===== config.mk =====
export PLATFORM = sky130hd
export DESIGN_NAME = tlp_packer
export DESIGN_NICKNAME = d
export VERILOG_FILES = /design/src/rtl/tlp_lane_en.v /design/src/rtl/tlp_packer.v
export VERILOG_INCLUDE_DIRS = /design/src /design/src/rtl
export SDC_FILE = /design/constraint.sdc
export NUM_CORES = 1
export LEC_CHECK = 0
export ABC_AREA = 1
export BUFFER_PORTS_ARGS = -buffer_cell sky130_fd_sc_hd__buf_2
export CAP_MARGIN = 25
export CORE_AREA = 2 2 156 158
export CTS_CLUSTER_DIAMETER = 40
export DETAILED_ROUTE_END_ITERATION = 10
export DIE_AREA = 0 0 158 160
export GPL_TIMING_DRIVEN = 1
export HOLD_SLACK_MARGIN = 0.05
export PLACE_DENSITY = 0.66
export SETUP_SLACK_MARGIN = 0.05
export SLEW_MARGIN = 20
export SYNTH_ARGS = -nofsm -noshare
export SYNTH_HDL_FRONTEND = slang
export SYNTH_HIERARCHICAL = 1
export SYNTH_SLANG_ARGS = --single-unit

===== constraint.sdc =====
create_clock -name sys_clk -period 1.7 [get_ports sys_clk]
set_clock_uncertainty 0.2 [all_clocks]
set_input_delay 0.085 -clock sys_clk [delete_from_list [all_inputs] [get_ports sys_clk]]
set_output_delay 0.085 -clock sys_clk [all_outputs]
set_load 0.02 [all_outputs]

===== src/rtl/tlp_map.vh =====
`ifndef TLP_MAP_VH
`define TLP_MAP_VH
`define TLP_MODE_W 3
`define TLP_MODE_1 3'h1
`define TLP_MODE_2 3'h2
`define TLP_MODE_3 3'h3
`define TLP_MODE_4 3'h4
`define TLP_MODE_5 3'h5
`define TLP_MODE_6 3'h6
`define TLP_VAR_QUAD 2'h2
`define TLP_VAR_DUAL 2'h1
`define TLP_VAR_SINGLE 2'h0
`define TLP_LANE_W 40
`define TLP_SMP_W 9
`define TLP_CODE_8B10B 1'h0
`define TLP_CODE_64B66B 1'h1
`endif


===== src/rtl/tlp_lane_en.v =====
`timescale 1ns/1ps
`include "tlp_map.vh"
module tlp_lane_en (
  input wire [2:0] link_mode_select,
  input wire [1:0] variant,
  output reg [5:0] lane_en
);
  // number of lanes by mode and variant; always the lowest indices
  always @* begin
    case (link_mode_select)
      // the unused variant code falls through to the dual lane count
      `TLP_MODE_1, `TLP_MODE_6: begin
        if (variant == `TLP_VAR_QUAD) begin
          lane_en = 6'h3F;
        end else if (variant == `TLP_VAR_SINGLE) begin
          lane_en = 6'h03;
        end else begin
          lane_en = 6'h07;
        end
      end
      `TLP_MODE_2, `TLP_MODE_3: begin
        if (variant == `TLP_VAR_QUAD) begin
          lane_en = 6'h0F;
        end else if (variant == `TLP_VAR_SINGLE) begin
          lane_en = 6'h01;
        end else begin
          lane_en = 6'h03;
        end
      end
      `TLP_MODE_4: begin
        if (variant == `TLP_VAR_QUAD) begin
          lane_en = 6'h07;
        end else if (variant == `TLP_VAR_SINGLE) begin
          lane_en = 6'h01;
        end else begin
          lane_en = 6'h03;
        end
      end
      `TLP_MODE_5: begin
        lane_en = (variant == `TLP_VAR_QUAD) ? 6'h03 : 6'h01;
      end
      default: begin
        lane_en = 6'h00;
      end
    endcase
  end
endmodule


===== src/rtl/tlp_packer.v =====
`timescale 1ns/1ps
`include "tlp_map.vh"
module tlp_packer (
  input wire sys_clk,
  input wire nrst,
  input wire [2:0] link_mode_select,
  input wire [1:0] variant,
  input wire frame_valid,
  input wire [35:0] smp_a,
  input wire [35:0] smp_b,
  input wire [35:0] smp_c,
  input wire [35:0] smp_d,
  output reg [39:0] serial_lane_0,
  output reg [39:0] serial_lane_1,
  output reg [39:0] serial_lane_2,
  output reg [39:0] serial_lane_3,
  output reg [39:0] serial_lane_4,
  output reg [39:0] serial_lane_5,
  output reg [5:0] lane_power_en,
  output reg line_code_64b66b,
  output reg frame_out_valid
);
  // samples: [35:27]=s0 [26:18]=s1 [17:9]=s2 [8:0]=s3, each msb first
  // lanes are left aligned: octet 0 sits in [39:32]; unused octets zero
  wire [5:0] lane_en;
  reg [39:0] l0_nxt;
  reg [39:0] l1_nxt;
  reg [39:0] l2_nxt;
  reg [39:0] l3_nxt;
  reg [39:0] l4_nxt;
  reg [39:0] l5_nxt;
  reg [35:0] bq;
  reg [35:0] cq;
  reg [35:0] dq;
  reg [8:0] a0;
  reg [8:0] a1;
  reg [8:0] b0;
  reg [8:0] b1;
  reg [8:0] c0;
  reg [8:0] c1;
  reg [8:0] d0;
  reg [8:0] d1;

  function [8:0] smp;
    input [35:0] v;
    input [1:0] i;
    begin
      smp = v[35 - 9 * i -: 9];
    end
  endfunction

  // 12-bit word, three zero tail bits
  function [11:0] pad12;
    input [8:0] s;
    begin
      pad12 = {s, 3'h0};
    end
  endfunction

  // 8-bit modes keep the top eight bits; the lsb is simply dropped
  function [7:0] top8;
    input [8:0] s;
    begin
      top8 = s[8:1];
    end
  endfunction

  // four 10-bit words, one zero tail each, oldest sample first
  function [39:0] pack10;
    input [35:0] v;
    begin
      pack10 = {v[35:27], 1'h0, v[26:18], 1'h0, v[17:9], 1'h0, v[8:0], 1'h0};
    end
  endfunction

  tlp_lane_en u_lane_en (
    .link_mode_select(link_mode_select),
    .variant(variant),
    .lane_en(lane_en)
  );

  // absent channels are forced to zero so a single part emits 0x00 fill
  always @* begin
    bq = (variant == `TLP_VAR_SINGLE) ? 36'h0 : smp_b;
    cq = (variant == `TLP_VAR_QUAD) ? smp_c : 36'h0;
    dq = (variant == `TLP_VAR_QUAD) ? smp_d : 36'h0;
    a0 = smp(smp_a, 2'h0);
    a1 = smp(smp_a, 2'h1);
    b0 = smp(bq, 2'h0);
    b1 = smp(bq, 2'h1);
    c0 = smp(cq, 2'h0);
    c1 = smp(cq, 2'h1);
    d0 = smp(dq, 2'h0);
    d1 = smp(dq, 2'h1);
  end

  // one case per lane; every field is cut to its exact width so no
  // concatenation can spill past 40 bits and push the first octet out
  always @* begin
    case (link_mode_select)
      `TLP_MODE_1, `TLP_MODE_6: begin
        l0_nxt = {pad12(a0), a1[8:5], 24'h0};
      end
      `TLP_MODE_2: begin
        l0_nxt = {top8(a0), 32'h0};
      end
      `TLP_MODE_3: begin
        l0_nxt = pack10(smp_a);
      end
      `TLP_MODE_4: begin
        l0_nxt = {pad12(a0), b0[8:5], 24'h0};
      end
      `TLP_MODE_5: begin
        l0_nxt = {top8(a0), top8(b0), 24'h0};
      end
      default: begin
        l0_nxt = 40'h0;
      end
    endcase
  end

  always @* begin
    case (link_mode_select)
      `TLP_MODE_1, `TLP_MODE_6: begin
        l1_nxt = {a1[4:0], 3'h0, top8(b0), 24'h0};
      end
      `TLP_MODE_2: begin
        l1_nxt = {top8(b0), 32'h0};
      end
      `TLP_MODE_3: begin
        l1_nxt = pack10(bq);
      end
      `TLP_MODE_4: begin
        l1_nxt = {b0[4:0], 3'h0, top8(c0), 24'h0};
      end
      `TLP_MODE_5: begin
        l1_nxt = {top8(c0), top8(d0), 24'h0};
      end
      default: begin
        l1_nxt = 40'h0;
      end
    endcase
  end

  always @* begin
    case (link_mode_select)
      `TLP_MODE_1, `TLP_MODE_6: begin
        l2_nxt = {b0[0], 3'h0, pad12(b1), 24'h0};
      end
      `TLP_MODE_2: begin
        l2_nxt = {top8(c0), 32'h0};
      end
      `TLP_MODE_3: begin
        l2_nxt = pack10(cq);
      end
      `TLP_MODE_4: begin
        l2_nxt = {c0[0], 3'h0, pad12(d0), 24'h0};
      end
      default: begin
        l2_nxt = 40'h0;
      end
    endcase
  end

  always @* begin
    case (link_mode_select)
      `TLP_MODE_1, `TLP_MODE_6: begin
        l3_nxt = {pad12(c0), c1[8:5], 24'h0};
      end
      `TLP_MODE_2: begin
        l3_nxt = {top8(d0), 32'h0};
      end
      `TLP_MODE_3: begin
        l3_nxt = pack10(dq);
      end
      default: begin
        l3_nxt = 40'h0;
      end
    endcase
  end

  always @* begin
    case (link_mode_select)
      `TLP_MODE_1, `TLP_MODE_6: begin
        l4_nxt = {c1[4:0], 3'h0, top8(d0), 24'h0};
      end
      default: begin
        l4_nxt = 40'h0;
      end
    endcase
  end

  always @* begin
    case (link_mode_select)
      `TLP_MODE_1, `TLP_MODE_6: begin
        l5_nxt = {d0[0], 3'h0, pad12(d1), 24'h0};
      end
      default: begin
        l5_nxt = 40'h0;
      end
    endcase
  end

  // lanes powered down on a valid frame load zero; without frame_valid every lane keeps its last value
  always @(posedge sys_clk) begin
    if (!nrst) begin
      serial_lane_0 <= 40'h0;
      serial_lane_1 <= 40'h0;
      serial_lane_2 <= 40'h0;
      serial_lane_3 <= 40'h0;
      serial_lane_4 <= 40'h0;
      serial_lane_5 <= 40'h0;
      lane_power_en <= 6'h00;
      line_code_64b66b <= `TLP_CODE_8B10B;
      frame_out_valid <= 1'h0;
    end else begin
      lane_power_en <= lane_en;
      line_code_64b66b <= (link_mode_select == `TLP_MODE_4) ||
                          (link_mode_select == `TLP_MODE_5) ||
                          (link_mode_select == `TLP_MODE_6);
      frame_out_valid <= frame_valid;
      if (frame_valid) begin
        serial_lane_0 <= lane_en[0] ? l0_nxt : 40'h0;
        serial_lane_1 <= lane_en[1] ? l1_nxt : 40'h0;
        serial_lane_2 <= lane_en[2] ? l2_nxt : 40'h0;
        serial_lane_3 <= lane_en[3] ? l3_nxt : 40'h0;
        serial_lane_4 <= lane_en[4] ? l4_nxt : 40'h0;
        serial_lane_5 <= lane_en[5] ? l5_nxt : 40'h0;
      end
    end
  end
endmodule


[Word-level counts from Yosys, hierarchy flattened]
Cells that the tools add are included.
Storage, ports and cells
  input port bits: 152
  register bits: 248
  output and inout port bits: 248
  word-level logic and storage cells: 43
Cells by class
  multiplexer cells: 22
  equality and inequality tests: 7
  reductions and logical operators: 5
Operators with widths (number)
  $pmux 40 s5: 2
  $mux 40: 8
  $pmux 40 s4: 1
  $pmux 40 s3: 1
  $mux 36: 3
  $pmux 6 s4: 1
  $mux 6: 2
  $eq 3x3->1 const B: 3
  $eq 3x2->1 const B: 2
  $mux 3: 2
  $mux 2: 2
  $reduce_or 2->1: 2
  $eq 3x1->1 const B: 1
  $eq 2x2->1 const B: 1
  $logic_not 2->1: 1
  $logic_or 1x1->1: 2

[Depth between registers and ports, before layout]
Gate-level depths: netlist (run 1).
  depth after elaboration: 5
  depth in mapped cells: 11

[Cells and area by module]
The synthesis (run 1) kept the hierarchy.
Modules (own cells, without submodules)
  tlp_packer: seq. area each 3563.4 um^2, instances 1, cells each 1170, area each 8042.7 um^2
  tlp_lane_en: seq. area each 0.0 um^2, instances 1, cells each 31, area each 138.9 um^2

[Worst setup path after synthesis (run 1)]
Ideal clock, no wire load.
  path kind: input to register
  from: input link_mode_select[2]
  to: register serial_lane_3[11]
  data arrival time: 1199 ps
  cell stages on the path: 10
  buffers on the path: 1
  setup slack: 231 ps
  setup time: 70 ps
  cells stage by stage: inv_1 nand3_2 nand2_2 nand2_1 nand2_1 nand2_1 nor3_4 buf_6 nand2_1 a21oi_1
Between the ends
  cells in the longest elaborated chain, start to end: 4
  elaborated cells on any way between the ends: 11
  classes of those cells: 6 x eq/ne; 3 x mux; 2 x reduce/logical
Ends and longest elaborated chain
  start, declared: RTL line tlp_packer.v:6  | input wire [2:0] link_mode_select,
  $eq 3x2->1, or another cell as far along: RTL line tlp_lane_en.v:10  | case (link_mode_select)
  $reduce_or 2->1, on equally long branches
  $pmux 6 s4 *: RTL line tlp_lane_en.v:10
  net lane_en[3]: RTL line tlp_packer.v:25  | wire [5:0] lane_en;
  $mux 40 *: RTL line tlp_packer.v:226  | serial_lane_3 <= lane_en[3] ? l3_nxt : 40'h0;
  end signal, assigned: RTL line tlp_packer.v:226
  end, declared: RTL line tlp_packer.v:16  | output reg [39:0] serial_lane_3,
Mark *: on every way through the listed nets, which the timed path passes. The rest lies on a longest branch.
A chain may end at the register's enable or synchronous reset.

[Final worst setup path (run 1)]
  from: input smp_b[35]
  to: register serial_lane_0[31]
Between the ends
  cells in the longest elaborated chain, start to end: 3
Ends and longest elaborated chain
  start, declared: RTL line tlp_packer.v:10  | input wire [35:0] smp_b,
  $mux 36: RTL line tlp_packer.v:84  | bq = (variant == `TLP_VAR_SINGLE) ? 36'h0 : smp_b;
  $pmux 40 s5: RTL line tlp_packer.v:100  | case (link_mode_select)
  $mux 40: RTL line tlp_packer.v:223  | serial_lane_0 <= lane_en[0] ? l0_nxt : 40'h0;
  end signal, assigned: RTL line tlp_packer.v:223
  end, declared: RTL line tlp_packer.v:13  | output reg [39:0] serial_lane_0,
No other way between the ends.

==> flow_metrics.env, run 1 <==
export IMPL_r2r_setup_slack_ns=0.29
export IMPL_cts_made_buffers=17
export IMPL_die_width_um=158
export IMPL_synth_seq_cells=178
export IMPL_drive_above_1_share=0.254
export IMPL_die_height_um=160
export IMPL_global_route_overflow_total=0
export IMPL_timing_critical_path_fanout_max=2
export IMPL_coreArea_um2=23800
export IMPL_syn_cell_area_um2=8180
export IMPL_clock_tree_root_cell="sky130_fd_sc_hd__clkbuf_16"
export IMPL_layout_worst_path_cycle_share=0.952
export IMPL_post_layout_total_power_uw=9660
export IMPL_final_common_cell="sky130_fd_sc_hd__nand2_1"
export IMPL_gp_congestion=0.965
export IMPL_boundaryPins=400
export IMPL_clk_latency_ns=0.43
export IMPL_tritoncts="yes"
export IMPL_n_fill_cell=2315
export IMPL_timing_final_ws_setup_ns=0.0812
export IMPL_route_antenna_remaining_nets=0
export IMPL_clk_pin_slew_ns=0.07
export IMPL_timing_reg2reg_worst_path_depth=3
export IMPL_first_iter_violations=620
export IMPL_worst_r2r_endpoint="serial_lane_0[35]"
export IMPL_synth_area_per_cell_um2=6.81
export IMPL_drt_wl_total_um=30800
export IMPL_yosys_warnings=6
export IMPL_run_status="complete, no violations"
export IMPL_route_detailed_drc=0
export IMPL_routedWlPerCell_um=15.2
export IMPL_max_freq_ghz=0.618
export IMPL_cts_htree_levels=4
export IMPL_min_period_ns=1.62
export IMPL_finalSetupViolCount=0
export IMPL_worst_reg2reg_startpoint="serial_lane_0[35]"
export IMPL_top_library_cells_by_usage_in_the_layout_fill_and_taps_aside="402 x sky130_fd_sc_hd__nand2_1, 329 x sky130_fd_sc_hd__buf_2, 178 x sky130_fd_sc_hd__dfxtp_1"
export IMPL_dr_pass1_iters=5
export IMPL_crit_type="in2reg"
export IMPL_nets=1839
export IMPL_clkSinkCount=178
export IMPL_worst_setup_slack_before_clock_tree_synthesis_ns=-0.0469
export IMPL_first_global_vias=9149
export IMPL_drv_slew=0
export IMPL_hold_path_end="serial_lane_5[29]"
export IMPL_synth_distinct_cells=23
export IMPL_number_of_vias_per_cell=4.65
export IMPL_timing_critical_path_from_type="input port"
export IMPL_detailroute_via_count=9408
export IMPL_power_static_leakage_uw=0.00592
export IMPL_hold_path_depth=6
export IMPL_number_of_antenna_violations_at_the_first_check_in_global_routing=1
export IMPL_critical_path_endpoint_type="flip-flop"
export IMPL_tns_ns=0
export IMPL_hold_path_class="in2reg"
export IMPL_grt_pass1_wl_um=47000
export IMPL_cp_required_ns=1.86
export IMPL_grt_max_degree=60
export IMPL_synth_cells=1201
export IMPL_area_growth_synth_to_final_pct=51.8
export IMPL_drv_cap=0
export IMPL_final_hpwl_dp_um=21200
export IMPL_row_count=57
export IMPL_timing_hold_violations_final=0
export IMPL_power_density_cell_area_nw_per_um2=778
export IMPL_rsz0062_at_grt="yes"
export IMPL_die_area_um2=25300
export IMPL_hold_path_startpoint="frame_valid"
export IMPL_global_route_usage_total=0.235
export IMPL_peak_supply_drop_uv=524
export IMPL_portBuffers=329
export IMPL_worstPathArrival_ns=1.78
export IMPL_yosysSeqAreaShare=0.436
export IMPL_clock_path_buffers=2
export IMPL_initial_standard_cell_utilization_of_the_core=0.343
worst max-delay path by stage:
stage | from | to | slack [ns] | cells past startpoint
floorplan | link_mode_select[2] | serial_lane_3[11] | 0.23 | 10
global placement | variant[1] | serial_lane_1[5] | 0.004 | 8
detailed placement | link_mode_select[2] | serial_lane_3[3] | -0.05 | 11
CTS | smp_b[34] | serial_lane_0[26] | 0.06 | 9
global route | smp_b[35] | serial_lane_0[31] | 0.006 | 7
finish | smp_b[35] | serial_lane_0[31] | 0.08 | 7
report_power, final:
group / internal, µW / total [µW] / switching [µW]
clock network: 2150 / 3980 / 1830
logic: 610 / 1450 / 845
registers: 4210 / 4230 / 18.6
metrics by stage:
step	std cells	hold WS [ns]	utilization	instance area, µm²
floorplan	1270	0.0278	-	8440
global placement	1831	0.133	0.428	10200
detailed placement	1831	0.136	0.428	10200
CTS	2022	0.0527	0.520	12400
global route	2025	0.0879	0.521	12400
finish	2025	0.0764	0.521	12400
state kept, by name (all words and copies together), names as in the netlist:
name	cells
serial_lane_0	37
serial_lane_4	13
serial_lane_3	36
serial_lane_1	37
lane_power_en	6
serial_lane_5	10
serial_lane_2	37
frame_out_valid	1
line_code_64b66b	1
area by class of cell:
| class | count | area (µm²) | share of cell area |
|---|---|---|---|
| repair buffers | 538 | 3830 | 0.308 |
| clock buffers | 19 | 453 | 0.0365 |
| clock inverters | 13 | 135 | 0.0109 |
| diodes | 1 | 2.50 | 0.000201 |
| well taps | 324 | 405 | 0.0326 |
| inverters | 81 | 312 | 0.0251 |
| flip-flops and latches | 178 | 3560 | 0.287 |
| multi-input cells | 871 | 3720 | 0.300 |
worst max-delay path, cell delays in order:
cell	delay, ns
sky130_fd_sc_hd__dlygate4sd3_1	0.51
sky130_fd_sc_hd__buf_2	0.11
sky130_fd_sc_hd__inv_1	0.07
sky130_fd_sc_hd__nor3_2	0.19
sky130_fd_sc_hd__o21ai_0	0.10
sky130_fd_sc_hd__dlygate4sd3_1	0.57
sky130_fd_sc_hd__a21oi_1	0.13
synthesized netlist by cell type:
master                     instances  area (µm²)
sky130_fd_sc_hd__nand3_2           1        10.0
sky130_fd_sc_hd__or2_2             1        6.26
sky130_fd_sc_hd__buf_4            75         563
sky130_fd_sc_hd__clkbuf_1         35         131
sky130_fd_sc_hd__o21ai_0          19        95.1
sky130_fd_sc_hd__nor2_2            2        12.5
sky130_fd_sc_hd__inv_2             6        22.5
sky130_fd_sc_hd__nor3_1            1        5.00
sky130_fd_sc_hd__buf_6             3        33.8
sky130_fd_sc_hd__a21oi_1         171         856
sky130_fd_sc_hd__nor2_1           78         293
sky130_fd_sc_hd__buf_1             2        7.51
sky130_fd_sc_hd__nor3_4            2        32.5
sky130_fd_sc_hd__a21oi_2           1        8.76
sky130_fd_sc_hd__nand2_2           3        18.8
sky130_fd_sc_hd__dfxtp_1         178        3560
sky130_fd_sc_hd__a21boi_0          1        7.51
sky130_fd_sc_hd__buf_2            25         125
sky130_fd_sc_hd__clkinv_1          2        7.51
sky130_fd_sc_hd__conb_1            1        3.75
sky130_fd_sc_hd__inv_1            73         274
sky130_fd_sc_hd__nand3_1         119         596
sky130_fd_sc_hd__nand2_1         402        1510
cells by family (layout without fill, tap and decap cells):
kind of cell	Yosys count	count (layout)	share of synthesized area
AOI/OAI and AO/OA	192	192	0.118
other	1	71	0.000458
DFF	178	178	0.436
buffers and inverters	221	651	0.142
and+or+nand+nor	609	609	0.303
per-layer routing:
| metal | vias up | track usage | share of wire |
|---|---|---|---|
| met5 | - | 0 | 0 |
| li1 | 4643 | - | - |
| met4 | 0 | 0.115 | 0.043 |
| met2 | 379 | 0.399 | 0.48 |
| met1 | 4300 | 0.271 | 0.40 |
| met3 | 86 | 0.0643 | 0.069 |
repair_timing:
| action | in CTS | in global routing |
|---|---|---|
| setup buffers | 0 | 2 |
| endpoints found under the hold margin | 177 | 0 |
| resized for setup | 0 | 4 |
| endpoints found under the setup margin | 0 | 10 |
| hold buffers | 159 | 0 |
Note: power is estimated with default switching activity, not from simulation.
==> run 2: changes to the inputs <==
- PLACE_DENSITY: 0.66 -> default
==> run 2 against run 1 <==
Non-clock buffer count is 4 lower. Critical path depth rose by 2. Power increased by 0.61%. Sequential power hardly changed. Die area is the same. Global-route usage is 0.14 points lower. Hold slack gained 0.0019 ns. Register-to-register slack better by 0.53 ns. Design area shrank 0.23%. Wire length increased by 0.70%. Setup slack better by 0.049 ns. Combinational power about the same.
==> flow_metrics.env, run 2 (synthesis gave the netlist of run 1 again) <==
export IMPL_run_status="complete, no violations"
export IMPL_timing_critical_path_from_type="input port"
export IMPL_boundaryPins=400
export IMPL_top_library_cells_by_usage_in_the_layout_fill_and_taps_aside="400 x sky130_fd_sc_hd__nand2_1, 329 x sky130_fd_sc_hd__buf_2, 178 x sky130_fd_sc_hd__dfxtp_1"
export IMPL_nets=1835
export IMPL_worstSetupPathDepth=9
export IMPL_drt_wl_total_um=31000
export IMPL_die_width_um=158
export IMPL_final_hpwl_dp_um=21600
export IMPL_clkSinkCount=178
export IMPL_cp_required_ns=1.80
export IMPL_design_area_um2=12400
export IMPL_critical_path_max_stage_delay_ns=0.56
export IMPL_power_density_cell_area_nw_per_um2=784
export IMPL_largest_registers="serial_lane_0 (37), serial_lane_1 (37), serial_lane_2 (37)"
export IMPL_post_layout_total_power_uw=9720
export IMPL_dr_pass1_iters=6
export IMPL_detailroute_via_count=9345
export IMPL_initial_standard_cell_utilization_of_the_core=0.343
export IMPL_slew_limit_headroom=0.648
export IMPL_die_area_um2=25300
export IMPL_worst_r2r_endpoint="serial_lane_1[39]"
export IMPL_clk_latency_ns=0.43
export IMPL_finalSetupViolCount=0
export IMPL_n_fill_cell=2401
export IMPL_place_inst=1834
export IMPL_drive_above_1_share=0.254
export IMPL_hold_path_class="in2reg"
export IMPL_die_height_um=160
export IMPL_coreArea_um2=23800
export IMPL_r2r_setup_slack_ns=0.82
export IMPL_first_global_vias=8844
export IMPL_global_route_overflow_total=0
export IMPL_grt_max_degree=41
export IMPL_portBuffers=329
export IMPL_min_period_ns=1.57
export IMPL_worst_reg2reg_startpoint="serial_lane_1[39]"
export IMPL_route_detailed_drc=0
export IMPL_cts_htree_levels=4
export IMPL_timing_critical_path_fanout_max=2
export IMPL_postCtsSetupRepairBufs=0
export IMPL_grt_pass1_wl_um=46500
export IMPL_rsz0062_at_grt="yes"
export IMPL_drv_slew=0
export IMPL_final_instance_count_excl_fill=2021
export IMPL_critical_path_n_buffers_inverters=4
export IMPL_multi_input_area_um2=3720
export IMPL_timing_reg2reg_worst_path_depth=2
export IMPL_gp_congestion=0.886
export IMPL_number_of_vias_per_cell=4.62
export IMPL_drv_cap=0
export IMPL_seqCellArea_um2=3560
export IMPL_timing_hold_violations_final=0
export IMPL_routedWlPerCell_um=15.3
export IMPL_cts_made_buffers=17
export IMPL_least_margin_pin_slew_ns=0.528
export IMPL_first_iter_violations=730
export IMPL_final_common_cell="sky130_fd_sc_hd__nand2_1"
export IMPL_layout_worst_path_cycle_share=0.924
export IMPL_max_freq_ghz=0.637
export IMPL_tritoncts="yes"
export IMPL_crit_type="in2reg"
export IMPL_critical_path_endpoint_type="flip-flop"
export IMPL_crit_path_cell_trace="dlygate4sd3_1, buf_2, inv_1, nor2_1, nor2_1, nand3_1, dlygate4sd3_1, nand2_1, a21oi_1"
export IMPL_worstPathArrival_ns=1.67
export IMPL_critical_path_slowest_cell="sky130_fd_sc_hd__dlygate4sd3_1"
export IMPL_power_static_leakage_uw=0.00590
export IMPL_global_route_usage_total=0.234
export IMPL_peak_supply_drop_uv=544
export IMPL_setup_worst_path_end="serial_lane_0[27]"
export IMPL_clk_pin_slew_ns=0.07
export IMPL_number_of_antenna_violations_at_the_first_check_in_global_routing=2
export IMPL_clock_tree_root_cell="sky130_fd_sc_hd__clkbuf_16"
export IMPL_route_antenna_remaining_nets=0
export IMPL_worstSetupStartpoint="smp_a[24]"
export IMPL_placed_standard_cell_area_um2=10200
export IMPL_clock_path_buffers=2
export IMPL_area_growth_synth_to_final_pct=51.5
export IMPL_cpLargestDelayFamily="buffers and inverters"
export IMPL_row_count=57
[run 2: worst register-to-register path: cells and delay by family, from the launching register on]
family	cells	cell delay (ns)
AOI/OAI and AO/OA	1	0.16
DFF	1	0.38
and+or+nand+nor	1	0.07
[run 2: area by class of cell]
class | count | share of cell area
multi-input combinational | 871 | 0.300
tap | 324 | 0.0327
antenna | 2 | 0.000404
clock inverter | 12 | 0.0119
timing repair buffer | 534 | 0.306
sequential | 178 | 0.288
inverter | 81 | 0.0253
clock buffer | 19 | 0.0357
[run 2: how the worst min path moves through the flow]
stage / from / to / cells past startpoint / slack, ns
detailed placement: smp_a[28] / serial_lane_0[32] / 3 / 0.14
finish: smp_b[31] / serial_lane_1[39] / 7 / 0.08
global route: smp_b[31] / serial_lane_1[35] / 7 / 0.10
CTS: smp_b[28] / serial_lane_0[24] / 7 / 0.07
global placement: smp_d[7] / serial_lane_3[8] / 3 / 0.13
floorplan: smp_c[9] / serial_lane_2[11] / 2 / 0.03
[run 2: layer usage]
metal,vias to the layer above,track usage,routed length (µm)
met4,0,0.0987,1150
met3,72,0.0537,2150
li1,4631,-,-
met5,-,0,0
met1,4282,0.274,12500
met2,360,0.408,15200
[run 2: what timing repair did]
action | CTS | global route
setup endpoints to repair | 0 | 7
hold buffers | 153 | 0
resized for setup | 0 | 5
hold endpoints to repair | 176 | 0
[run 2: where the power goes]
part | internal (µW) | switching [µW] | total, µW
Sequential | 4210 | 18.6 | 4230
Combinational | 604 | 848 | 1450
Clock | 2240 | 1800 | 4040
Total | 7050 | 2670 | 9720
[run 2: through the flow]
stage                     setup TNS, ns  utilization  worst slack (ns)  hold WS [ns]
final                                 0        0.520             0.130        0.0783
after global routing                  0        0.520            0.0224         0.101
after CTS                             0        0.518            0.0922        0.0682
after detailed placement         -0.132        0.429           -0.0197         0.139
after global placement                0        0.429            0.0148         0.132
after floorplan                       0            -             0.231        0.0278
==> run 3: changes to the inputs <==
- clock period: 1.7 -> 1.5 ns (I/O delays scaled with it)
==> run 3 against run 2 <==
Sequential share of layout area fell by 0.16 points. Design area rose by 0.56%. Combinational power rose by 14%. Core utilization rose by 0.29 points. Via count fell by 0.70%. Critical path type unchanged. Count of clock-buffer cells in the layout fell by 1. Global-route usage fell by 0.96 points. Critical path depth did not move. Critical endpoint is now serial_lane_2[27]. Die area did not move. First-iteration DRC count fell by 14%. Cell count rose by 0.59%. Non-clock buffer count rose by 11.
==> flow_metrics.env, run 3 (synthesis gave the netlist of run 1 again) <==
export IMPL_final_common_cell="sky130_fd_sc_hd__nand2_1"
export IMPL_row_count=57
export IMPL_crit_type="in2reg"
export IMPL_final_hpwl_dp_um=21100
export IMPL_global_route_usage_total=0.224
export IMPL_gp_congestion=0.901
export IMPL_cp_required_ns=1.61
export IMPL_worstPathArrival_ns=1.49
export IMPL_run_status="complete, no violations"
export IMPL_drt_wl_total_um=30000
export IMPL_worst_reg2reg_startpoint="serial_lane_3[12]"
export IMPL_hold_ws_ns=0.0746
export IMPL_clk_latency_ns=0.43
export IMPL_worst_setup_slack_before_clock_tree_synthesis_ns=-0.196
export IMPL_timing_reg2reg_worst_path_depth=2
export IMPL_critical_path_endpoint_type="flip-flop"
export IMPL_placed_standard_cell_area_um2=10400
export IMPL_portBuffers=329
export IMPL_cts_htree_levels=4
export IMPL_coreArea_um2=23800
export IMPL_number_of_antenna_violations_at_the_first_check_in_global_routing=4
export IMPL_worstSetupStartpoint="link_mode_select[2]"
export IMPL_critPathMostFrequentCell="sky130_fd_sc_hd__nand2_1"
export IMPL_peak_supply_drop_uv=627
export IMPL_crit_path_cell_trace="buf_2, buf_4, dlygate4sd3_1, nand2_1, nand3_2, nand2_1, inv_4, nand2_1, a21oi_1"
export IMPL_grt_max_degree=69
export IMPL_global_route_overflow_total=0
export IMPL_die_height_um=160
export IMPL_timing_critical_path_from_type="input port"
export IMPL_first_global_vias=8515
export IMPL_first_iter_violations=629
export IMPL_drv_slew=0
export IMPL_timing_hold_violations_final=0
export IMPL_timing_final_ws_setup_ns=0.123
export IMPL_boundaryPins=400
export IMPL_critical_path_slowest_cell="sky130_fd_sc_hd__dlygate4sd3_1"
export IMPL_route_detailed_drc=0
export IMPL_postCtsSetupRepairBufs=0
export IMPL_route_antenna_remaining_nets=0
export IMPL_clk_pin_slew_ns=0.07
export IMPL_hold_path_class="in2reg"
export IMPL_detailroute_via_count=9280
export IMPL_place_inst=1854
export IMPL_clock_tree_root_cell="sky130_fd_sc_hd__clkbuf_16"
export IMPL_largest_registers="serial_lane_0 (37), serial_lane_1 (37), serial_lane_2 (37)"
export IMPL_r2r_setup_slack_ns=0.65
export IMPL_die_width_um=158
export IMPL_area_growth_synth_to_final_pct=52.3
export IMPL_die_area_um2=25300
export IMPL_n_fill_cell=2396
export IMPL_power_density_cell_area_nw_per_um2=887
export IMPL_power_static_leakage_uw=0.00597
export IMPL_initial_standard_cell_utilization_of_the_core=0.343
export IMPL_drv_cap=0
export IMPL_post_layout_total_power_uw=11000
export IMPL_clock_path_buffers=2
export IMPL_min_period_ns=1.38
export IMPL_nets=1846
export IMPL_dr_pass1_iters=5
export IMPL_finalSetupViolCount=0
export IMPL_worst_r2r_endpoint="serial_lane_3[12]"
export IMPL_routedWlPerCell_um=14.8
export IMPL_design_area_um2=12500
export IMPL_grt_pass1_wl_um=44500
export IMPL_timing_critical_path_fanout_max=10
export IMPL_max_freq_ghz=0.726
export IMPL_number_of_vias_per_cell=4.56
export IMPL_final_instance_count_excl_fill=2033
export IMPL_setup_worst_path_end="serial_lane_2[27]"
export IMPL_layout_worst_path_cycle_share=0.918
export IMPL_cts_made_buffers=17
export IMPL_rsz0062_at_grt="no"
export IMPL_clkSinkCount=178
export IMPL_top_library_cells_by_usage_in_the_layout_fill_and_taps_aside="402 x sky130_fd_sc_hd__nand2_1, 329 x sky130_fd_sc_hd__buf_2, 178 x sky130_fd_sc_hd__dfxtp_1"
export IMPL_drive_above_1_share=0.263
export IMPL_tritoncts="yes"
export IMPL_critical_path_max_stage_delay_ns=0.55
-- run 3: cell types whose count changed in the layout (fill, tap and decap cells not counted), moves of 2 or more --
| cell | change |
|---|---|
| sky130_fd_sc_hd__nand2_2 | -2 |
| sky130_fd_sc_hd__clkinv_4 | -2 |
| sky130_fd_sc_hd__nand2_1 | +2 |
| sky130_fd_sc_hd__inv_8 | +2 |
| sky130_fd_sc_hd__buf_12 | +2 |
| sky130_fd_sc_hd__dlygate4sd3_1 | -8 |
| sky130_fd_sc_hd__clkinvlp_4 | +2 |
| sky130_fd_sc_hd__buf_4 | +19 |
-- run 3: critical path, delay by kind of cell --
kind / cells / cell delay [ns]
and+or+nand+nor: 4 / 0.45
AOI/OAI and AO/OA: 1 / 0.06
buffers and inverters: 4 / 0.91
-- run 3: through the flow --
| step | utilization | setup TNS, ns |
|---|---|---|
| 2_1_floorplan | - | 0 |
| 3_3_place_gp | 0.437 | -12.20 |
| 3_5_place_dp | 0.437 | -15.43 |
| 4_1_cts | 0.523 | 0 |
| 5_1_grt | 0.523 | 0 |
| 6_report | 0.523 | 0 |
-- run 3: repair_timing --
item	in CTS	in global routing
hold endpoints to repair	177	0
setup endpoints to repair	0	10
resized for setup	0	2
hold buffers	145	0
-- run 3: report_power, final --
group	total (µW)	switching, µW	internal [µW]	leakage [µW]
clock network	4600	2080	2520	0.000286
logic	1660	955	703	0.00424
registers	4790	20.8	4770	0.00144
total	11000	3060	7990	0.00597
-- run 3: layout make-up --
cell class,count,area [µm²],area share
clock inverters,14,168,0.0135
inverters,81,317,0.0254
flip-flops and latches,178,3560,0.286
multi-input cells,871,3720,0.298
clock buffers,18,429,0.0344
well taps,324,405,0.0325
repair buffers,545,3860,0.309
diodes,2,5.00,0.000402
-- run 3: how the worst min path moves through the flow --
| stage | start | end | slack (ns) | cells after the start |
|---|---|---|---|---|
| final | frame_valid | serial_lane_5[34] | 0.07 | 6 |
| after global routing | frame_valid | serial_lane_5[35] | 0.10 | 6 |
| after CTS | link_mode_select[0] | line_code_64b66b | 0.03 | 5 |
| after detailed placement | smp_d[9] | serial_lane_3[11] | 0.13 | 3 |
| after global placement | smp_d[13] | serial_lane_3[15] | 0.12 | 3 |
| after floorplan | smp_d[9] | serial_lane_3[11] | 0.02 | 2 |
-- run 3: per-layer routing --
layer  global-route usage  part of all wire  vias up
met5                    0           0.00080        -
met2                0.396              0.49      320
met4               0.0741             0.024        4
li1                     -                 -     4664
met3               0.0589             0.068       44
met1                0.261              0.42     4248
